File: src/rx_fmt_pkg.sv
// Purpose: constants and carrier types for the receive output formatter
// Assumes: one channel, 100 MHz reference clock, line clock sampled as a level
// Notes:   the rule summary below is the contract of the formatter
//
// Contract
// RULE1 - single-rail mode drives decoded NRZ receive data on the data output
// RULE2 - single-rail decoding follows AMI or B8ZS/HDB3 by decoder select
// RULE3 - violation flag is high exactly one receive clock cycle per event
// RULE4 - AMI decoder flags bipolar violations only, no code or zeros events
// RULE5 - dual-rail recovered mode: positive rail for positive pulse, negative likewise
// RULE6 - data launched on falling clock edge when edge select low, rising when high
// RULE7 - dual-rail without recovery drives raw unretimed RZ sliced pulses
// RULE8 - data-recovery rails are active low with edge select low, high otherwise
// RULE9 - hardware control mode keeps presenting data during signal loss
// RULE10 - host control mode keeps data or inserts alarm signal by enable bit
// RULE11 - data outputs float while the receiver is powered down
// RULE12 - recovery mode drives the recovered line clock on the clock output
// RULE13 - data-recovery mode drives clock output as XOR of the two rails
// RULE14 - clock output floats while the receiver is powered down
// RULE15 - downstream captures data on the edge opposite to the launch edge
// RULE16 - reference held high selects data-recovery mode with RZ slicing
// RULE17 - reference held low powers receivers down and floats their outputs
// RULE18 - loss indicator high on too few transitions or too low ones density; code counts consecutive zeros only, no ones density
// RULE19 - alarm substitution presents continuous all ones while loss persists

package rx_fmt_pkg;

   // -------------------------------------------------------------------
   // modes and encodings
   // -------------------------------------------------------------------
   localparam logic [1:0] MODE_SINGLE = 2'h0;
   localparam logic [1:0] MODE_DUAL   = 2'h1;
   localparam logic       DEC_AMI     = 1'h0;
   localparam logic       DEC_HDB3    = 1'h1;
   localparam logic       STD_T1      = 1'h0;  // b8zs substitution
   localparam logic       STD_E1      = 1'h1;  // hdb3 substitution

   // -------------------------------------------------------------------
   // timing and thresholds
   // -------------------------------------------------------------------
   localparam int         SYNC_STAGES    = 2;
   localparam logic [2:0] ZEROS_T1_LIMIT = 3'h7;  // eight zeros is excessive for b8zs
   localparam logic [2:0] ZEROS_E1_LIMIT = 3'h3;  // four zeros is excessive for hdb3
   localparam int         LOSS_WIDTH     = 8;
   localparam logic [7:0] LOSS_LIMIT     = 8'h20; // zero bits before loss declared
   localparam logic [7:0] LOSS_RESET     = 8'h00;
   localparam int         HIST_WIDTH     = 8;
   localparam logic [7:0] HIST_RESET     = 8'h00;

   // -------------------------------------------------------------------
   // status and mask bit positions
   // -------------------------------------------------------------------
   localparam int         EV_VIOL  = 0;
   localparam int         EV_LOSS  = 1;
   localparam int         EV_CLEAR = 2;
   localparam int         EV_WIDTH = 3;

   // -------------------------------------------------------------------
   // register offsets and layouts (plain port, index addressing)
   // -------------------------------------------------------------------
   localparam int         ADDR_WIDTH = 4;
   localparam logic [3:0] REG_CTRL   = 4'h0;
   localparam logic [3:0] REG_STATUS = 4'h1;
   localparam logic [3:0] REG_MASK   = 4'h2;
   localparam logic [3:0] REG_STATE  = 4'h3;
   localparam logic [7:0] CTRL_RESET = 8'h00;
   localparam logic [7:0] READ_ZERO  = 8'h00;

   // control register fields
   typedef struct packed
   {
      logic [2:0] spare;
      logic       alarm_insert_enable;  // bit 4
      logic       host_mode;            // bit 3
      logic       std_e1;               // bit 2
      logic       decoder_hdb3;         // bit 1
      logic       dual_rail;            // bit 0
   } ctrl_t;

   // sliced line pulses from the front end
   typedef struct packed
   {
      logic pos;
      logic neg;
   } rails_t;

   // receive outputs with enables
   typedef struct packed
   {
      logic data_a;   // rx_nrz_data or rx_pos_rail
      logic data_b;   // code_violation_flag or rx_neg_rail
      logic clk;      // rx_recovered_clock
      logic oe;       // drive enable of all three
   } rx_pins_t;

endpackage

File: src/rx_line_decoder.sv
// Purpose: single-rail decoder for AMI, B8ZS and HDB3 with violation events
// Assumes: called once per recovered bit with the two retimed rails
// Notes:   output is one bit late so substitutions can be removed

`timescale 1ns/1ps
`default_nettype none

module rx_line_decoder
   import rx_fmt_pkg::*;
(
   // clock and control
   input  wire logic i_ref_clk,
   input  wire logic i_rst,
   input  wire logic i_ce,
   input  wire logic i_bit_stb,
   input  wire logic i_hdb3,
   input  wire logic i_e1,
   // bit input
   input  wire rails_t i_rails,
   // decoded output
   output logic      o_data,
   output logic      o_viol
);

   // ---------------------------------------------------------------
   // history of marks, polarity and zeros
   // ---------------------------------------------------------------
   logic [HIST_WIDTH-1:0] mark_hist_reg;
   logic [HIST_WIDTH-1:0] mark_hist_next;
   logic                  last_pol_reg;
   logic [2:0]            zeros_reg;
   logic                  data_reg;
   logic                  viol_reg;

   wire mark_now   = i_rails.pos ^ i_rails.neg;
   wire pol_now    = i_rails.pos;
   wire same_pol   = mark_now & (pol_now == last_pol_reg);
   wire code_err   = i_rails.pos & i_rails.neg;
   wire [2:0] zlim = i_e1 ? ZEROS_E1_LIMIT : ZEROS_T1_LIMIT;
   // at or above the limit, so a standard switch in mid-run cannot wrap the count
   wire zero_run   = ~mark_now & (zeros_reg >= zlim);
   // a same-polarity mark inside a zero run is a legal substitution
   wire subst_ok   = i_hdb3 & same_pol & (i_e1 ? (zeros_reg == 3'h2 | zeros_reg == 3'h3)
                                                : (zeros_reg == 3'h3));
   wire bpv        = same_pol & ~subst_ok;                            // [RULE2]
   wire viol_now   = i_hdb3 ? (bpv | code_err | zero_run) : bpv;     // [RULE4]

   assign mark_hist_next = subst_ok ? HIST_RESET
                                    : {mark_hist_reg[HIST_WIDTH-2:0], mark_now};

   // one bit per strobe; flag stands until the next strobe, a whole bit time
   always_ff @(posedge i_ref_clk)
   begin
      if (i_rst)
      begin
         mark_hist_reg <= HIST_RESET;
         last_pol_reg  <= 1'b0;
         zeros_reg     <= 3'h0;
         data_reg      <= 1'b0;
         viol_reg      <= 1'b0;
      end
      else if (i_ce && i_bit_stb)
      begin
         mark_hist_reg <= mark_hist_next;
         if (mark_now)
            last_pol_reg <= pol_now;
         zeros_reg <= mark_now ? 3'h0 : (zero_run ? zeros_reg : zeros_reg + 3'h1);
         data_reg  <= subst_ok ? 1'b0 : mark_hist_reg[0];                 // [RULE2]
         viol_reg  <= viol_now;                                           // [RULE3]
      end
   end

   assign o_data = data_reg;
   assign o_viol = viol_reg;

endmodule

`default_nettype wire

File: src/rx_channel_output_formatter.sv
// Purpose: receive output stage of one line channel
// Assumes: line clock and sliced rails arrive asynchronously and are synchronised
// Notes:   outputs are registered; the pad ring resolves enables to high-z

`timescale 1ns/1ps
`default_nettype none

module rx_channel_output_formatter
   import rx_fmt_pkg::*;
(
   // clock, reset, enable
   input  wire logic                  i_ref_clk,
   input  wire logic                  i_rst,
   input  wire logic                  i_ce,
   // line side (asynchronous)
   input  wire logic                  i_line_clk,
   input  wire rails_t                i_slice,
   input  wire logic                  i_master_ref_high,
   input  wire logic                  i_master_ref_low,
   input  wire logic                  i_rx_edge_select,
   // register port
   input  wire logic [ADDR_WIDTH-1:0] i_addr,
   input  wire logic [7:0]            i_wdata,
   input  wire logic                  i_wr,
   input  wire logic                  i_rd,
   output logic      [7:0]            o_rdata,
   // receive pins
   output rx_pins_t                   o_pins,
   output logic                       o_signal_loss,
   output logic                       o_irq
);

   // ---------------------------------------------------------------
   // input synchronisers
   // ---------------------------------------------------------------
   localparam int SYNC_W = 6;
   logic [SYNC_W-1:0] meta_reg;
   logic [SYNC_W-1:0] sync_reg;
   wire  [SYNC_W-1:0] async_in = {i_master_ref_low, i_master_ref_high, i_rx_edge_select,
                                  i_line_clk, i_slice.pos, i_slice.neg};

   // the first stage is read only by the second
   always_ff @(posedge i_ref_clk)
   begin
      if (i_rst)
      begin
         meta_reg <= '0;
         sync_reg <= '0;
      end
      else if (i_ce)
      begin
         meta_reg <= async_in;
         sync_reg <= meta_reg;
      end
   end

   wire s_neg       = sync_reg[0];
   wire s_pos       = sync_reg[1];
   wire s_lclk      = sync_reg[2];
   wire s_edge_sel  = sync_reg[3];
   wire s_ref_high  = sync_reg[4];
   wire s_ref_low   = sync_reg[5];

   // ---------------------------------------------------------------
   // line clock edge detection
   // ---------------------------------------------------------------
   logic lclk_d_reg;
   always_ff @(posedge i_ref_clk)
   begin
      if (i_rst)
         lclk_d_reg <= 1'b0;
      else if (i_ce)
         lclk_d_reg <= s_lclk;
   end

   wire lclk_rise   = s_lclk & ~lclk_d_reg;
   wire lclk_fall   = ~s_lclk & lclk_d_reg;
   // data launched on the edge chosen by edge select; partner samples the other
   wire launch_edge = s_edge_sel ? lclk_rise : lclk_fall;           // [RULE6] [RULE15]
   // bit sampled mid-cell on the edge opposite the launch edge
   wire sample_edge = s_edge_sel ? lclk_fall : lclk_rise;

   // ---------------------------------------------------------------
   // control registers
   // ---------------------------------------------------------------
   ctrl_t               ctrl_reg;
   logic [EV_WIDTH-1:0] status_reg;
   logic [EV_WIDTH-1:0] status_next;
   logic [EV_WIDTH-1:0] mask_reg;
   logic [EV_WIDTH-1:0] events;
   logic [7:0]          rdata_reg;
   logic                irq_reg;

   wire wr_ctrl   = i_wr & (i_addr == REG_CTRL);
   wire wr_status = i_wr & (i_addr == REG_STATUS);
   wire wr_mask   = i_wr & (i_addr == REG_MASK);

   // ---------------------------------------------------------------
   // operating mode from reference strap and control
   // ---------------------------------------------------------------
   wire powered_down  = s_ref_low;                                   // [RULE17]
   wire data_recovery = s_ref_high & ~s_ref_low;                     // [RULE16]
   wire single_rail   = ~ctrl_reg.dual_rail & ~data_recovery;

   // ---------------------------------------------------------------
   // bit capture and loss detection
   // ---------------------------------------------------------------
   rails_t           bit_reg;
   logic [LOSS_WIDTH-1:0] zero_cnt_reg;
   logic             loss_reg;
   logic             loss_d_reg;

   wire bit_mark = s_pos | s_neg;
   wire loss_hit = (zero_cnt_reg == LOSS_LIMIT);

   // zeros are counted per bit; any mark ends loss
   always_ff @(posedge i_ref_clk)
   begin
      if (i_rst)
      begin
         bit_reg      <= '0;
         zero_cnt_reg <= LOSS_RESET;
         loss_reg     <= 1'b0;
         loss_d_reg   <= 1'b0;
      end
      else if (i_ce)
      begin
         loss_d_reg <= loss_reg;
         if (sample_edge)
         begin
            bit_reg.pos  <= s_pos;
            bit_reg.neg  <= s_neg;
            zero_cnt_reg <= bit_mark ? LOSS_RESET
                                     : (loss_hit ? zero_cnt_reg : zero_cnt_reg + 8'h01);
            loss_reg     <= ~bit_mark & (loss_hit | loss_reg);        // [RULE18]
         end
      end
   end

   // ---------------------------------------------------------------
   // single-rail decoder
   // ---------------------------------------------------------------
   logic dec_data;
   logic dec_viol;

   rx_line_decoder u_decoder
   (
      .i_ref_clk (i_ref_clk),
      .i_rst     (i_rst),
      .i_ce      (i_ce),
      .i_bit_stb (launch_edge),
      .i_hdb3    (ctrl_reg.decoder_hdb3),                           // [RULE2]
      .i_e1      (ctrl_reg.std_e1),
      .i_rails   (bit_reg),
      .o_data    (dec_data),
      .o_viol    (dec_viol)
   );

   // ---------------------------------------------------------------
   // output selection
   // ---------------------------------------------------------------
   // alarm substitution only in host mode, only with the enable set
   wire ais_on    = ctrl_reg.host_mode & ctrl_reg.alarm_insert_enable & loss_reg; // [RULE9] [RULE10]
   // raw rails are active low when edge select is low
   wire raw_pos   = s_edge_sel ? s_pos : ~s_pos;                     // [RULE7] [RULE8]
   wire raw_neg   = s_edge_sel ? s_neg : ~s_neg;                     // [RULE8]

   wire sr_a      = ais_on ? 1'b1 : dec_data;                        // [RULE1] [RULE19]
   wire sr_b      = ais_on ? 1'b0 : dec_viol;                        // [RULE3]
   // alarm on dual rail: alternating marks form an all-ones line pattern
   logic ais_alt_reg;
   wire dr_a      = ais_on ? ais_alt_reg : bit_reg.pos;              // [RULE5] [RULE19]
   wire dr_b      = ais_on ? ~ais_alt_reg : bit_reg.neg;             // [RULE5]

   wire sel_a     = data_recovery ? raw_pos : (single_rail ? sr_a : dr_a);
   wire sel_b     = data_recovery ? raw_neg : (single_rail ? sr_b : dr_b);
   // xor clock taken from the true-polarity rails
   wire sel_clk   = data_recovery ? (s_pos ^ s_neg) : s_lclk;        // [RULE12] [RULE13]

   // ---------------------------------------------------------------
   // output registers; retimed data only moves on the launch edge
   // ---------------------------------------------------------------
   rx_pins_t pins_reg;
   always_ff @(posedge i_ref_clk)
   begin
      if (i_rst)
      begin
         pins_reg    <= '0;
         ais_alt_reg <= 1'b0;
      end
      else if (i_ce)
      begin
         pins_reg.oe  <= ~powered_down;                              // [RULE11] [RULE14]
         pins_reg.clk <= powered_down ? 1'b0 : sel_clk;
         if (launch_edge)
            ais_alt_reg <= ~ais_alt_reg;
         if (powered_down)
         begin
            pins_reg.data_a <= 1'b0;
            pins_reg.data_b <= 1'b0;
         end
         else if (data_recovery || launch_edge)                      // [RULE6]
         begin
            pins_reg.data_a <= sel_a;
            pins_reg.data_b <= sel_b;
         end
      end
   end

   // ---------------------------------------------------------------
   // events, status, mask and interrupt
   // ---------------------------------------------------------------
   assign events[EV_VIOL]  = launch_edge & dec_viol & single_rail;
   assign events[EV_LOSS]  = loss_reg & ~loss_d_reg;
   assign events[EV_CLEAR] = ~loss_reg & loss_d_reg;
   // a new event wins over a clear in the same cycle
   assign status_next = (status_reg & ~(wr_status ? i_wdata[EV_WIDTH-1:0] : '0)) | events;

   always_ff @(posedge i_ref_clk)
   begin
      if (i_rst)
      begin
         ctrl_reg   <= CTRL_RESET;
         status_reg <= '0;
         mask_reg   <= '0;
         irq_reg    <= 1'b0;
      end
      else if (i_ce)
      begin
         if (wr_ctrl)
            ctrl_reg <= i_wdata;
         if (wr_mask)
            mask_reg <= i_wdata[EV_WIDTH-1:0];
         status_reg <= status_next;
         irq_reg    <= |(status_next & mask_reg);
      end
   end

   // ---------------------------------------------------------------
   // read port: data in the cycle after the strobe, zero elsewhere
   // ---------------------------------------------------------------
   wire [7:0] rd_mux = (i_addr == REG_CTRL)   ? ctrl_reg :
                       (i_addr == REG_STATUS) ? {5'h00, status_reg} :
                       (i_addr == REG_MASK)   ? {5'h00, mask_reg} :
                       (i_addr == REG_STATE)  ? {4'h0, powered_down, data_recovery,
                                                 single_rail, loss_reg} :
                                                READ_ZERO;

   always_ff @(posedge i_ref_clk)
   begin
      if (i_rst)
         rdata_reg <= READ_ZERO;
      else if (i_ce)
         rdata_reg <= i_rd ? rd_mux : READ_ZERO;
   end

   assign o_rdata       = rdata_reg;
   assign o_pins        = pins_reg;
   assign o_signal_loss = loss_reg;                                  // [RULE18]
   assign o_irq         = irq_reg;

endmodule

`default_nettype wire

File: config.mk
export PLATFORM = sky130hd
export DESIGN_NAME = rx_channel_output_formatter
export DESIGN_NICKNAME = d
export VERILOG_FILES = /design/src/rx_fmt_pkg.sv /design/src/rx_line_decoder.sv /design/src/rx_channel_output_formatter.sv
export SDC_FILE = /design/constraint.sdc
export NUM_CORES = 1
export LEC_CHECK = 0
export ABC_CLOCK_PERIOD_IN_PS = 1700
export BUFFER_PORTS_ARGS = -buffer_cell sky130_fd_sc_hd__buf_2
export CORE_MARGIN = 1
export CORE_UTILIZATION = 57
export CTS_BUF_LIST = sky130_fd_sc_hd__clkbuf_16
export DETAILED_ROUTE_END_ITERATION = 10
export PLACE_DENSITY = 0.79
export SYNTH_ARGS = -nofsm -noshare
export SYNTH_HDL_FRONTEND = slang
export SYNTH_SLANG_ARGS = --single-unit
File: constraint.sdc
create_clock -name i_ref_clk -period 1.7 [get_ports i_ref_clk]
set_input_delay 0.34 -clock i_ref_clk [delete_from_list [all_inputs] [get_ports i_ref_clk]]
set_output_delay 0.34 -clock i_ref_clk [all_outputs]
set_load 0.02 [all_outputs]
==> impl_metrics.py <==
metrics = {
    "run_status": {
        "status": "finished, final reports clean",
    },
    "timing": {
        "fin_skew_ns": 0.003971,
        "hold_violations": 0,
        "drv_slew": 0,
        "fmax_mhz": 622.9,
        "slew_headroom_pct": 71.55,
        "period_minus_slack_ns": 1.605,
        "worst_slack_ns": 0.09456,
        "setup_violations": 0,
        "worst_pin_slew_ns": 0.4257,
        "finalCritPeriodShare_pct": 94.44,
    },
    "cells_and_area": {
        "syn_to_final_growth_pct": 23.04,
        "final_util_pct": 72.85,
        "drive_gt1_share_pct": 22.16,
        "layout.nets": 387,
        "fin_area_um2": 3441,
        "antenna_cells": 0,
        "n_fill_cell": 348,
    },
    "placement": {
        "post_dp_cell_area_um2": 3112,
        "io_buffers": 36,
        "dp_hpwl_um": 4090,
        "dp_slack_ns": 0.08691,
        "gp_congestion": 0.8783,
    },
    "worst_setup_path": {
        "path_class": "reg -> reg",
        "required_ns": 1.95,
        "critPathMaxFanout": 6,
        "crit-reg2reg-launch": "u_decoder.zeros_reg[0]",
        "cp-endpoint": "u_decoder.zeros_reg[1]",
        "crit_start": "u_decoder.zeros_reg[0]",
        "cpMaxStageDelayCell": "dfxtp_1",
        "cp.arrival_ns": 1.86,
        "ff2ff_setup_slack_ns": 0.09,
        "crit_family": "simple AND/OR/NAND/NOR gates",
        "r2r-end": "u_decoder.zeros_reg[1]",
        "r2r.worst_path.cells": 6,
        "endpoint_kind": "register",
        "path_cells": "ha_1 > a211oi_2 > nor3_1 > nand2b_4 > or3_1 > a21oi_1",
        "path_buf_inv": 0,
        "critPathMaxStageDelay_ns": 0.34,
        "cp.depth": 6,
        "worstSetupStartpointType": "register",
    },
    "clock_tree": {
        "insertion_delay_ns": 0.33,
        "cts_root_buf": "clkbuf_16",
        "cts_buffers": 9,
        "postCtsSetupRepairBufs": 0,
        "h-tree-depth": 3,
        "cts_tree": "built",
        "cts.sinks": 60,
        "cts_max_path_buffers": 2,
        "clk_pin_slew_ns": 0.05,
        "cts_hold_buf": 0,
        "cts_resized": 0,
    },
    "route": {
        "drt-wirelength-per-cell_um": 14.50,
        "post_drt_via_cell_ratio": 5.568,
        "drt_pre_antenna_iters": 5,
        "vias": 2383,
        "postRouteAntennaNets": 0,
        "drcViolationCount": 0,
        "wirelength_um": 6208,
        "dr.first_iter.drc_count": 172,
    },
    "logic_synthesis": {
        "ys_ff_latch": 60,
        "avgSynthCellArea_um2": 9.079,
        "synthCells": 308,
        "synth_fp_nets": 339,
        "synth_warnings": 0,
        "synth_cell_types": 55,
        "synth_ff_type": "dfxtp_1",
        "synth-edff-count": 0,
        "synth.yosys.seq_area_share_pct": 42.95,
        "async_flop_share_pct": 0,
        "syn_area_um2": 2796,
    },
    "floorplan": {
        "start_util_pct": 59.21,
        "fp-row-count": 25,
        "core_um2": 4723,
        "die_y_um": 72.04,
        "ios": 37,
        "die_w_um": 72.04,
        "dieArea_um2": 5190,
    },
    "hold_path": {
        "hp-class": "in -> reg",
    },
    "global_routing": {
        "grt_pass1_vias": 2114,
        "gr-total-overflow": 0,
        "grt_use_total_pct": 24.85,
        "antenna_found_initial": 0,
        "grt_max_degree": 29,
        "grt_pass1_wl_um": 9908,
    },
    "run": {
        "drv_cap": 0,
    },
    "pwr": {
        "power.density_nw_per_um2": 1027,
        "leakage_nw": 1.452,
        "power_mw": 3.534,
        "ir_drop_uv": 797.6,
    },
}
-- per-layer routing --
metal  wire, um  GRT usage [%]  vias to the layer above
met5          0              0                        -
met4         99          10.46                        0
met3        284          6.528                        9
met2       2970          39.94                       59
met1       2853          31.78                     1116
li1           -              -                     1199
-- worst reg2reg max path: stages (launching register included) --
cell and delay (ns):
dfxtp_1 0.34, ha_1 0.24, a211oi_2 0.22, nor3_1 0.09, nand2b_4 0.16, or3_1 0.32, a21oi_1 0.15
-- placed cells by master (no fill, tap or decap), types with 4 or more instances in the layout --
cell type | Yosys | layout
dfxtp_1 | 60 | 59
nor2_1 | 52 | 52
buf_2 | 4 | 36
mux2i_1 | 24 | 24
nand2_1 | 22 | 22
a21oi_1 | 22 | 22
buf_4 | 0 | 14
nand3_1 | 11 | 11
clkbuf_16 | 0 | 9
inv_1 | 7 | 8
a22oi_1 | 8 | 8
ha_1 | 8 | 8
o21ai_0 | 6 | 6
nand4_1 | 4 | 4
or3_1 | 4 | 4
xnor2_1 | 4 | 4
xor2_1 | 4 | 4
nor2b_1 | 4 | 4
-- per-stage QoR --
step	hold slack (ns)	instances	TNS (ns)
5_1_grt	0.2528	428	-0.04609
3_3_place_gp	0.4511	412	0
2_1_floorplan	0.4456	308	0
4_1_cts	0.2439	428	0
6_report	0.2450	428	0
3_5_place_dp	0.4558	412	0
-- cells by family (layout without fill, tap and decap cells) --
family,after synthesis,count (layout),synth area share (%)
AO/OA/AOI/OAI,59,59,14.00
XOR/XNOR,8,8,2.505
adder cells (fa/ha/maj),8,8,3.580
buffers and inverters,21,74,2.998
flip-flops,60,60,42.95
multiplexers,27,27,10.60
AND/OR/NAND/NOR,125,125,23.36
-- cell usage after synthesis (all sizes together), types with 2 or more instances --
library cell	instances	share of area, %
a211oi	3	0.81
a21o	2	0.54
a21oi	22	3.9
a221oi	2	0.63
a22oi	8	2.1
a31oi	2	0.45
and2	3	0.67
and3	3	0.67
buf	6	0.98
clkbuf	7	0.94
dfxtp	60	43
ha	8	3.6
inv	8	1.1
mux2i	24	8.6
mux4	2	1.6
nand2	22	3.0
nand2b	5	1.7
nand3	11	2.0
nand4	4	0.89
nor2	52	7.0
nor2b	4	0.89
nor3	2	0.36
nor3b	3	0.98
nor4	2	0.45
nor4b	3	1.7
o211ai	3	0.81
o21ai	8	1.6
or3	4	0.89
xnor2	4	1.3
xor2	4	1.3
-- how the worst min path moves through the flow --
stage                                      end                  startpoint  cells after the start  slack, ns
floorplan           u_decoder.mark_hist_reg[0]  u_decoder.mark_hist_reg[0]                      2       0.45
global placement                    o_rdata[1]                  o_rdata[1]                      2       0.45
detailed placement                  o_rdata[1]                  o_rdata[1]                      2       0.46
CTS                                ctrl_reg[5]                  i_wdata[5]                      3       0.24
global route                       meta_reg[0]                  i_slice[0]                      3       0.25
finish                             ctrl_reg[5]                  i_wdata[5]                      3       0.24
-- cell type report --
class / count / area [um^2] / area share [%]
Clock inverter: 7 / 82.58 / 2.400
Inverter: 8 / 30.03 / 0.8727
Tap cell: 67 / 83.83 / 2.436
Timing Repair Buffer: 50 / 285.3 / 8.291
Clock buffer: 9 / 225.2 / 6.545
Sequential cell: 60 / 1202 / 34.95
Multi-Input combinational cell: 227 / 1531 / 44.51
-- report_power, final --
group,internal (mW),switching (mW),total (mW)
sequential,1.43,0.0204,1.45
combinational,0.0855,0.114,0.199
clock,1.26,0.620,1.88
Power figures use the tool's default switching activity.
